## src/irq_gate_pkg.sv

```systemverilog
package irq_gate_pkg;
  localparam int ADDR_W = 6;
  localparam int DATA_W = 32;

  // Register offsets (byte addresses, one aligned word each).
  localparam logic [5:0] OFS_EVENT_SET = 6'h00;
  localparam logic [5:0] OFS_EVENT_CLEAR = 6'h04;
  localparam logic [5:0] OFS_ENABLE_SET = 6'h08;
  localparam logic [5:0] OFS_ENABLE_CLEAR = 6'h0C;
  localparam logic [5:0] OFS_TX_PEND_SET = 6'h10;
  localparam logic [5:0] OFS_TX_PEND_CLEAR = 6'h14;
  localparam logic [5:0] OFS_TX_EN_SET = 6'h18;
  localparam logic [5:0] OFS_TX_EN_CLEAR = 6'h1C;
  localparam logic [5:0] OFS_RX_PEND_SET = 6'h20;
  localparam logic [5:0] OFS_RX_PEND_CLEAR = 6'h24;
  localparam logic [5:0] OFS_RX_EN_SET = 6'h28;
  localparam logic [5:0] OFS_RX_EN_CLEAR = 6'h2C;

  // Main event bit positions.
  localparam int BIT_TX_SUMMARY = 6;
  localparam int BIT_RX_SUMMARY = 7;
  localparam int BIT_GLOBAL = 31;

  // Implemented main enable bits: 0-8, 16-17, 19-26, 30 and the global gate 31.
  localparam logic [31:0] MAIN_ENABLE_IMPL = 32'hC7FB01FF;
  // Event bits driven from outside this block (summaries 6, 7 are built here).
  localparam logic [31:0] MAIN_EVENT_EXT = 32'h47FB013F;

  localparam logic [1:0] IRQ_ALWAYS = 2'h3;
  localparam logic [31:0] WORD_ZERO = 32'h00000000;

  typedef struct packed {
    logic [ADDR_W-1:0] addr;
    logic [DATA_W-1:0] wdata;
    logic wr;
    logic rd;
  } reg_req_t;

  typedef struct packed {
    logic [31:0] tx_done;
    logic [31:0] rx_done;
  } ctx_done_t;
endpackage

```

## src/host_irq_gate.sv

```systemverilog
// Overview of operation
// - Main enable bit one lets its event bit drive the interrupt; zero blocks it.
// - Ones at enable-set address set enable bits; ones at enable-clear clear them.
// - Enable bits match event positions; 9-15, 18, 27-29 reserved; 31 global.
// - Global enable bit 31 at zero blocks every processor interrupt.
// - Event-clear read returns events AND enables regardless of global enable.
// - Reset clears global enable bit 31 and all other main enable bits.
// - Context pending and enable registers are 32 bits with set/clear addresses.
// - Zero bits written to context set or clear addresses change nothing.
// - Transmit pending bit set when final descriptor completes with interrupt-always.
// - Nonzero transmit pending AND enable makes transmit summary read one.
// - Nonzero receive pending AND enable makes receive summary read one.
// - Software pending-set write raises interrupts like a hardware completion.
// - Pending-set read gives raw bits; pending-clear read gives masked bits.
// - Enable bits of unimplemented contexts always read zero.
// - Context pending and enable bits need no particular reset value.
// - Each receive pending bit stands for one receive context completion.
// - Transmit summary at bit 6 is combinational OR of pending AND enable.
// - Receive summary at bit 7 is combinational OR of pending AND enable.
module host_irq_gate #(
  parameter int TX_CONTEXTS = 4,
  parameter int RX_CONTEXTS = 4
) (
  input wire logic clk, // System clock.
  input wire logic resetn, // Synchronous reset, active low.
  input wire logic soft_reset, // Soft reset pulse, active high.
  input wire irq_gate_pkg::reg_req_t bus_req, // Register request.
  output logic [31:0] bus_rdata, // Read data, one cycle after the read strobe.
  input wire logic [31:0] main_pending_events, // Latched main events from outside.
  input wire irq_gate_pkg::ctx_done_t ctx_done, // One-cycle completion pulses per context.
  input wire logic [31:0] tx_done_irq_bits, // Bit pairs unused; see ctx_irq_code.
  input wire logic [1:0] ctx_irq_code, // Interrupt-request field of the completing descriptor.
  output logic irq // Processor interrupt, level.
);
  initial begin
    if (TX_CONTEXTS < 1 || TX_CONTEXTS > 32 || RX_CONTEXTS < 1 || RX_CONTEXTS > 32) begin
      $error("Context counts must lie in 1..32.");
    end
  end

  localparam logic [31:0] TX_IMPL = 32'hFFFFFFFF >> (32 - TX_CONTEXTS);
  localparam logic [31:0] RX_IMPL = 32'hFFFFFFFF >> (32 - RX_CONTEXTS);

  logic [31:0] main_irq_enable;
  logic [31:0] tx_context_pending;
  logic [31:0] tx_context_enable;
  logic [31:0] rx_context_pending;
  logic [31:0] rx_context_enable;
  logic tx_context_summary;
  logic rx_context_summary;
  logic [31:0] main_events;
  logic [31:0] main_masked;
  logic tx_hw_set_en;

  function automatic logic wr_at(irq_gate_pkg::reg_req_t r, logic [5:0] ofs);
    wr_at = r.wr && (r.addr == ofs);
  endfunction

  function automatic logic [31:0] set_clr(logic [31:0] cur, logic [31:0] set_bits,
                                          logic [31:0] clr_bits, logic [31:0] impl);
    // Hardware and software sets win over a clear in the same cycle.
    set_clr = ((cur & ~clr_bits) | set_bits) & impl;
  endfunction

  assign tx_context_summary = |(tx_context_pending & tx_context_enable);
  assign rx_context_summary = |(rx_context_pending & rx_context_enable);

  always_comb begin
    main_events = main_pending_events & irq_gate_pkg::MAIN_EVENT_EXT;
    main_events[irq_gate_pkg::BIT_TX_SUMMARY] = tx_context_summary;
    main_events[irq_gate_pkg::BIT_RX_SUMMARY] = rx_context_summary;
  end

  assign main_masked = main_events & main_irq_enable
    & ~(32'h00000001 << irq_gate_pkg::BIT_GLOBAL);

  assign irq = main_irq_enable[irq_gate_pkg::BIT_GLOBAL] && (|main_masked);

  always_ff @(posedge clk) begin
    if (!resetn || soft_reset) begin
      main_irq_enable <= irq_gate_pkg::WORD_ZERO;
    end else begin
      main_irq_enable <= set_clr(main_irq_enable,
        wr_at(bus_req, irq_gate_pkg::OFS_ENABLE_SET) ? bus_req.wdata : irq_gate_pkg::WORD_ZERO,
        wr_at(bus_req, irq_gate_pkg::OFS_ENABLE_CLEAR) ? bus_req.wdata : irq_gate_pkg::WORD_ZERO,
        irq_gate_pkg::MAIN_ENABLE_IMPL);
    end
  end

  assign tx_hw_set_en = (ctx_irq_code == irq_gate_pkg::IRQ_ALWAYS);

  always_ff @(posedge clk) begin
    if (!resetn || soft_reset) begin
      tx_context_pending <= irq_gate_pkg::WORD_ZERO;
    end else begin
      tx_context_pending <= set_clr(tx_context_pending,
        (wr_at(bus_req, irq_gate_pkg::OFS_TX_PEND_SET) ? bus_req.wdata : irq_gate_pkg::WORD_ZERO)
        | (tx_hw_set_en ? ctx_done.tx_done : irq_gate_pkg::WORD_ZERO),
        wr_at(bus_req, irq_gate_pkg::OFS_TX_PEND_CLEAR) ? bus_req.wdata : irq_gate_pkg::WORD_ZERO,
        TX_IMPL);
    end
  end

  // Receive pending, one bit per context.
  always_ff @(posedge clk) begin
    if (!resetn || soft_reset) begin
      rx_context_pending <= irq_gate_pkg::WORD_ZERO;
    end else begin
      rx_context_pending <= set_clr(rx_context_pending,
        (wr_at(bus_req, irq_gate_pkg::OFS_RX_PEND_SET) ? bus_req.wdata : irq_gate_pkg::WORD_ZERO)
        | (tx_hw_set_en ? ctx_done.rx_done : irq_gate_pkg::WORD_ZERO),
        wr_at(bus_req, irq_gate_pkg::OFS_RX_PEND_CLEAR) ? bus_req.wdata : irq_gate_pkg::WORD_ZERO,
        RX_IMPL);
    end
  end

  always_ff @(posedge clk) begin
    if (!resetn || soft_reset) begin
      tx_context_enable <= irq_gate_pkg::WORD_ZERO;
      rx_context_enable <= irq_gate_pkg::WORD_ZERO;
    end else begin
      tx_context_enable <= set_clr(tx_context_enable,
        wr_at(bus_req, irq_gate_pkg::OFS_TX_EN_SET) ? bus_req.wdata : irq_gate_pkg::WORD_ZERO,
        wr_at(bus_req, irq_gate_pkg::OFS_TX_EN_CLEAR) ? bus_req.wdata : irq_gate_pkg::WORD_ZERO,
        TX_IMPL);
      rx_context_enable <= set_clr(rx_context_enable,
        wr_at(bus_req, irq_gate_pkg::OFS_RX_EN_SET) ? bus_req.wdata : irq_gate_pkg::WORD_ZERO,
        wr_at(bus_req, irq_gate_pkg::OFS_RX_EN_CLEAR) ? bus_req.wdata : irq_gate_pkg::WORD_ZERO,
        RX_IMPL);
    end
  end

  // Read data is registered; unmapped addresses and idle cycles return zero.
  always_ff @(posedge clk) begin
    if (!resetn) begin
      bus_rdata <= irq_gate_pkg::WORD_ZERO;
    end else if (!bus_req.rd) begin
      bus_rdata <= irq_gate_pkg::WORD_ZERO;
    end else begin
      case (bus_req.addr)
        irq_gate_pkg::OFS_EVENT_SET: bus_rdata <= main_events;
        irq_gate_pkg::OFS_EVENT_CLEAR: bus_rdata <= main_masked;
        irq_gate_pkg::OFS_ENABLE_SET,
        irq_gate_pkg::OFS_ENABLE_CLEAR: bus_rdata <= main_irq_enable;
        irq_gate_pkg::OFS_TX_PEND_SET: bus_rdata <= tx_context_pending;
        irq_gate_pkg::OFS_TX_PEND_CLEAR: bus_rdata <= tx_context_pending & tx_context_enable;
        irq_gate_pkg::OFS_TX_EN_SET,
        irq_gate_pkg::OFS_TX_EN_CLEAR: bus_rdata <= tx_context_enable;
        irq_gate_pkg::OFS_RX_PEND_SET: bus_rdata <= rx_context_pending;
        irq_gate_pkg::OFS_RX_PEND_CLEAR: bus_rdata <= rx_context_pending & rx_context_enable;
        irq_gate_pkg::OFS_RX_EN_SET,
        irq_gate_pkg::OFS_RX_EN_CLEAR: bus_rdata <= rx_context_enable;
        default: bus_rdata <= irq_gate_pkg::WORD_ZERO;
      endcase
    end
  end
endmodule // host_irq_gate

```

## config.mk

```make
export PLATFORM = sky130hd
export DESIGN_NAME = host_irq_gate
export DESIGN_NICKNAME = d
export VERILOG_FILES = /design/src/irq_gate_pkg.sv /design/src/host_irq_gate.sv
export SDC_FILE = /design/constraint.sdc
export NUM_CORES = 1
export LEC_CHECK = 0
export ABC_AREA = 1
export BUFFER_PORTS_ARGS = -buffer_cell sky130_fd_sc_hd__buf_2
export CORE_MARGIN = 4
export CORE_UTILIZATION = 37
export CTS_CLUSTER_DIAMETER = 100
export DETAILED_ROUTE_END_ITERATION = 8
export PLACE_DENSITY = 0.84
export REMOVE_ABC_BUFFERS = 1
export SLEW_MARGIN = 20
export SYNTH_ARGS = -nofsm -noshare
export SYNTH_HDL_FRONTEND = slang
export SYNTH_SLANG_ARGS = --single-unit
export TNS_END_PERCENT = 1
```

## constraint.sdc

```tcl
create_clock -name clk -period 1 [get_ports clk]
set_input_delay 0.05 -clock clk [delete_from_list [all_inputs] [get_ports clk]]
set_output_delay 0.05 -clock clk [all_outputs]
set_load 0.005 [all_outputs]
```

==> metrics.cfg, run 1 <==
[layout]
design_area_um2=4650
finalNonFillerCells=765
area_growth_pct=47.6
fin_nets=828
final_layout_size_suffix_gt1_share_pct=30.6
finalCoreUtilization_pct=56.3
diodes=0

[sta]
rsz0062_at_grt=true
skew_ns=0.00534
final_critical_path_setup_slack_ns=-0.477
finalSetupViolations=5
fmax_mhz=677
final_max_slew_viol_count=0
final-hold-violation-count=0
min_period_ns=1.48
post-route-period-util_pct=148
hold_ws_ns=0.00851
tns_ns=-0.880

[grt]
grt_pass1_wl_mm=17.3
grt_pass1_vias=3674
grt-ovfl-total=0
grt_max_degree=38
grt_usage_pct=21.8
antenna_found_initial=0

[setup_path]
slowest_delay_ns=0.33
cp-end-kind=output pin
required_ns=0.95
rr_startpoint=rx_context_enable[2]$_SDFF_PP0_
start_kind=flop
criticalPathCategory=flop to output pin
crit_slowest_cell=dfxtp_2
crit_fanout=2
path_cells=nand2_2 > nand4_1 > nand2_1 > nand3_1 > o21a_1 > buf_2
reg2reg_depth=6
crit_arrival_ns=1.43
worstSetupStartpoint=rx_context_enable[2]$_SDFF_PP0_

[synth]
synth_cells=481
synth_area_leaders=dfxtp_1, nand2_1, inv_1, a21oi_1, o21ai_0
netlist_area_um2=3150
synth_warnings=0
netlist_top_cells_count=nand2_1, inv_1, dfxtp_1
synthArstFlopShare_pct=0
yosysTopAreaCellShare_pct=36.8
yosysSeqAreaShare_pct=36.8
ys_seq_elements=58
synth.avg_cell_area_um2=6.55
yosysMostFrequentCell=nand2_1
ys_types=26
synth-main-ff-cell=dfxtp_1
synth_edf_count=0
yosysTopAreaCell=dfxtp_1

[worst_hold_path]
holdPathStages=3
min_from=ctx_done[3]
worst_hold_path_type=primary input to flop

[clocking]
cts_buffers=9
clkSinkCount=58
insertion_delay_ns=0.34
htree_num_levels=3
path_clk_slew_ns=0.06
cts_max_path_buffers=2
cts_tree=yes
cts_root_buf=clkbuf_8

[pwr]
power.leakage_nw=2.28
p_per_area_nw_per_um2=1110
irDropWorstVdd_mv=0.833

[die]
die_w_um=100
core_area_um2=8260
fp.dieArea_um2=10100
row_count=33
die_y_um=100
ios=206
start_util_pct=38.2

[drt]
first_pass_iters=5
via_per_inst=4.97
wl_mm=11.0
drc=0
wl_per_cell_um=14.3
drtAntennaViolNets=0
drtIter0Drc=194
via_count=3804

[place]
place_inst=721
post-dp-hpwl_mm=8.33
numPortBuffers=81
place_area_um2=4130
gp_congestion=0.918

[flow_run]
cap_viol_max_count=0

[run_status]
status=finished, violations left
violations=negative setup slack

[sequential cells by signal (all words and copies together), names as in the netlist]
| name | count |
|---|---|
| main_irq_enable | 21 |
| rx_context_enable | 4 |
| tx_context_enable | 4 |
| tx_context_pending | 4 |
| bus_rdata | 21 |
| rx_context_pending | 4 |
[layer usage]
metal  up-vias  routed length (µm)  global-route usage, %
met1      1749                4680                   27.3
met2       145                5290                   36.7
met3        24                 685                   3.75
met4         0                 311                   9.53
li1       1886                   -                      -
met5         -                   0                      0
[cell usage in the layout (no fill, tap or decap), types with 2 or more instances in the layout]
| cell type | n |
|---|---|
| nand2_1 | 125 |
| inv_2 | 3 |
| inv_1 | 61 |
| nand2_2 | 12 |
| clkinvlp_4 | 2 |
| a21boi_0 | 3 |
| buf_12 | 4 |
| o211ai_1 | 7 |
| nor2_1 | 33 |
| nand4_1 | 10 |
| buf_2 | 81 |
| conb_1 | 11 |
| a21oi_1 | 44 |
| o21ai_0 | 34 |
| dlygate4sd3_1 | 27 |
| dfxtp_2 | 5 |
| dfxtp_1 | 53 |
| a22oi_1 | 9 |
| nand3b_1 | 5 |
| clkbuf_8 | 11 |
| nand3_1 | 23 |
| nor2_4 | 3 |
| buf_4 | 67 |
| o21ai_1 | 10 |
| nor2_2 | 8 |
[worst max-delay path: cells and delay by family (launching register included)]
kind	cells	cell delay, ns
AOI/OAI and AO/OA	1	0.19
buffers and inverters	1	0.13
DFF	1	0.33
and+or+nand+nor	4	0.44
[final cells by class]
type                    instances  area, µm²
clock inverters                 4       50.0
flip-flops and latches         58       1170
well taps                     105        131
fillers                       771       3610
inverters                      64        240
multi-input cells             343       1650
clock buffers                  12        155
repair buffers                179       1260
[cells by family (layout without fill, tap and decap cells)]
group / Yosys count / in the layout / share of synthesized area, %
buf+inv: 90 / 259 / 13.2
flops: 58 / 58 / 36.8
compound gates: 111 / 111 / 19.4
simple gates: 221 / 221 / 30.4
other cells: 1 / 11 / 0.119
[timing repair]
| item | in CTS | in global routing |
|---|---|---|
| setup endpoints to repair | 5 | 24 |
| hold buffers | 27 | 0 |
| endpoints found under the hold margin | 27 | 0 |
| gates resized for setup | 12 | 7 |
| pin swaps | 4 | 3 |
| buffers inserted | 1 | 0 |
[power by group]
group,internal (mW),switching [mW]
Clock,1.28,0.946
Sequential,2.32,0.00819
Combinational,0.278,0.307
[final timing paths]
kind | endpoint | slack [ns]
worst max register to register | bus_rdata[7]$_SDFF_PN0_ | -0.22
worst max-delay path | irq | -0.48
worst min register to register | main_irq_enable[4]$_SDFF_PP0_ | 0.49
worst min-delay path | rx_context_pending[3]$_SDFF_PP0_ | 0.009
[through the flow]
stage	total power, mW	setup WS [ns]
after detailed placement	2.87	-0.338
after global routing	5.35	-0.507
after global placement	2.86	-0.309
after CTS	5.17	-0.464
final	5.14	-0.477
after floorplan	2.54	-0.418
Power figures use the tool's default switching activity.
==> inputs of run 2 (changes only) <==
Settings changed: GPL_TIMING_DRIVEN from default to 0, MAX_ROUTING_LAYER from default to met4, SETUP_SLACK_MARGIN from default to 0.4.
==> run 2 against run 1 <==
The run ends with negative hold slack, negative setup slack left. Cell count down 12%. Combinational power down 25%. Via count down 8.5%. Critical path depth stayed put. Global-route usage is 1.8 points lower. Register-to-register slack better by 0.07 ns. Clock skew up 0.0070 ns. Sequential share of layout area rose by 4.8 points. Sequential power about the same. Setup slack got worse by 0.031 ns. Non-clock buffer count down 95. Total power decreased by 2.4%.
==> metrics.cfg, run 2 (synthesis results as in run 1) <==
[run_status]
status=finished, violations left
violations=negative hold slack, negative setup slack

[clocking]
path_clk_slew_ns=0.07  ; about the same
cts_tree=yes
cts_root_buf=clkbuf_8
htree_num_levels=3  ; unchanged
clkSinkCount=58  ; unchanged
insertion_delay_ns=0.35  ; about the same
cts_buffers=9  ; unchanged
cts_max_path_buffers=2  ; unchanged

[pwr]
irDropWorstVdd_mv=0.533  ; -36%
p_sw_share_pct=25.3  ; +0.75 points
p_switching_mw=1.27  ; +0.56%
seqPwrFrac_pct=46.4  ; +1.1 points
power.internal_mw=3.75  ; -3.4%
total_power_mw=5.02  ; -2.4%
pwr-share-clk_pct=44.9  ; +1.6 points
power.leakage_nw=1.81  ; -21%
p_comb_share_pct=8.7  ; -2.7 points
p_per_area_nw_per_um2=1280  ; +16%

[worst_hold_path]
worst_hold_path_type=primary input to flop
holdPathStages=3  ; unchanged
min_from=bus_req[6]
worstHoldEndpoint=main_irq_enable[4]$_SDFF_PP0_

[sta]
finalSetupViolations=44  ; +39
skew_ns=0.0123  ; +0.00695 ns
final_critical_path_setup_slack_ns=-0.508  ; -0.0307 ns
min_period_ns=1.51  ; +0.0307 ns
final_max_slew_viol_count=0  ; unchanged
worst_slew_pin_slew_ns=0.794
final-hold-violation-count=26  ; +26
fmax_mhz=663  ; -2.0%
post-route-period-util_pct=151  ; +3.1 points
tns_ns=-4.90  ; -4.02 ns
rsz0062_at_grt=true
hold_ws_ns=-0.0541  ; -0.0626 ns
slew_headroom_pct=46.9

[drt]
wl_mm=9.76  ; -11%
via_per_inst=5.20  ; +4.5%
wl_per_cell_um=14.6  ; +1.6%
drtIter0Drc=353  ; +82%
drc=0  ; unchanged
via_count=3481  ; -8.5%
first_pass_iters=6  ; +1
drtAntennaViolNets=0  ; unchanged

[place]
place_inst=651  ; -9.7%
post-dp-hpwl_mm=6.98  ; -16%
numPortBuffers=81  ; unchanged
place_ws_ns=-1.31  ; -0.977 ns
gp_congestion=0.949  ; +3.4%
place_area_um2=3550  ; -14%

[layout]
regArea_um2=1170  ; +0.43%
finalNonFillerCells=670  ; -12%
final_layout_size_suffix_gt1_share_pct=24.6  ; -6.0 points
final_common_cell=nand2_1
top_regs=bus_rdata (21), main_irq_enable (21)
design_area_um2=3920  ; -16%
fin_nets=733  ; -11%
nFillCells=824  ; +6.9%
area_growth_pct=24.5
final_cell_mix=nand2_1, buf_2, inv_1
diodes=0  ; unchanged
multi_input_area_um2=1720  ; +4.1%

[flow_run]
cap_viol_max_count=0  ; unchanged

[grt]
grt_usage_pct=20.0  ; -1.8 points
grt_pass1_vias=3344  ; -9.0%
grt-ovfl-total=0  ; unchanged
antenna_found_initial=0  ; unchanged
grt_pass1_wl_mm=15.4  ; -11%
grt_max_degree=38  ; unchanged

[setup_path]
reg2reg_depth=8  ; +2
r2r_end=bus_rdata[2]$_SDFF_PN0_
criticalPathCategory=flop to output pin
path_cells=nand2_2 > nand4_1 > nand2_1 > nand3_1 > o21a_1 > buf_2
crit_slowest_cell=dfxtp_2
required_ns=0.95  ; about the same
start_kind=flop
cp-end-kind=output pin
slowest_delay_ns=0.33  ; about the same
rr_startpoint=main_irq_enable[2]$_SDFF_PP0_
crit_arrival_ns=1.46  ; +0.03 ns
r2r_slack_ns=-0.15  ; +0.07 ns
crit_fanout=3  ; +1

[die]
ios=206  ; unchanged
start_util_pct=38.2  ; unchanged
die_y_um=100  ; unchanged
fp.dieArea_um2=10100  ; unchanged
die_w_um=100  ; unchanged
core_area_um2=8260  ; unchanged
row_count=33  ; unchanged

run 2: layout make-up:
cell class                      instances  share of cell area (%)
Tap cell                              105                    3.35
Timing Repair Buffer                   84                    11.6
Clock buffer                           12                    3.95
Clock inverter                          4                    1.28
Inverter                               64                    6.19
Sequential cell                        58                    29.9
Multi-Input combinational cell        343                    43.7
run 2: repair_timing:
item,CTS,global route
pin swaps,21,15
buffers inserted,3,0
gates resized for setup,33,11
endpoints found under the hold margin,27,18
cloned,0,0
endpoints found under the setup margin,80,80
run 2: routing by layer:
layer | GRT usage (%) | share of wire [%]
met5 | - | 0
met3 | 3.68 | 7.7
met4 | 9.84 | 3.1
met2 | 32.3 | 48
met1 | 23.8 | 41
run 2: worst max-delay path by stage:
stage                                                 to  depth (start not counted)                       startpoint  slack, ns
after detailed placement  main_irq_enable[17]$_SDFF_PP0_                          5                      bus_req[39]      -1.31
after CTS                                            irq                          6  rx_context_enable[2]$_SDFF_PP0_      -0.50
after floorplan            main_irq_enable[0]$_SDFF_PP0_                          5                      bus_req[39]      -0.42
after global routing                                 irq                          6  rx_context_enable[2]$_SDFF_PP0_      -0.57
after global placement     main_irq_enable[2]$_SDFF_PP0_                          5                      bus_req[39]      -1.26
final                                                irq                          6  rx_context_enable[2]$_SDFF_PP0_      -0.51
run 2: power groups by stage:
stage | Clock (mW) | Sequential [mW] | Combinational (mW)
2_1_floorplan | 0 | 2.38 | 0.161
3_3_place_gp | 0 | 2.38 | 0.376
3_5_place_dp | 0 | 2.38 | 0.388
4_1_cts | 2.25 | 2.33 | 0.424
5_1_grt | 2.35 | 2.33 | 0.479
6_report | 2.25 | 2.33 | 0.437
run 2: per-stage QoR:
stage | utilization, % | hold slack (ns)
after floorplan | - | 0.197
after detailed placement | 43.0 | 0.321
after CTS | 47.2 | -0.0539
after global routing | 47.5 | -0.0464
after global placement | 43.0 | 0.316
final | 47.5 | -0.0541
run 2: worst max-delay path, delay by kind of cell, from the launching register on:
kind / cells / cell delay, ns
compound gates: 1 / 0.18
buf+inv: 1 / 0.13
flops: 1 / 0.33
simple gates: 4 / 0.46
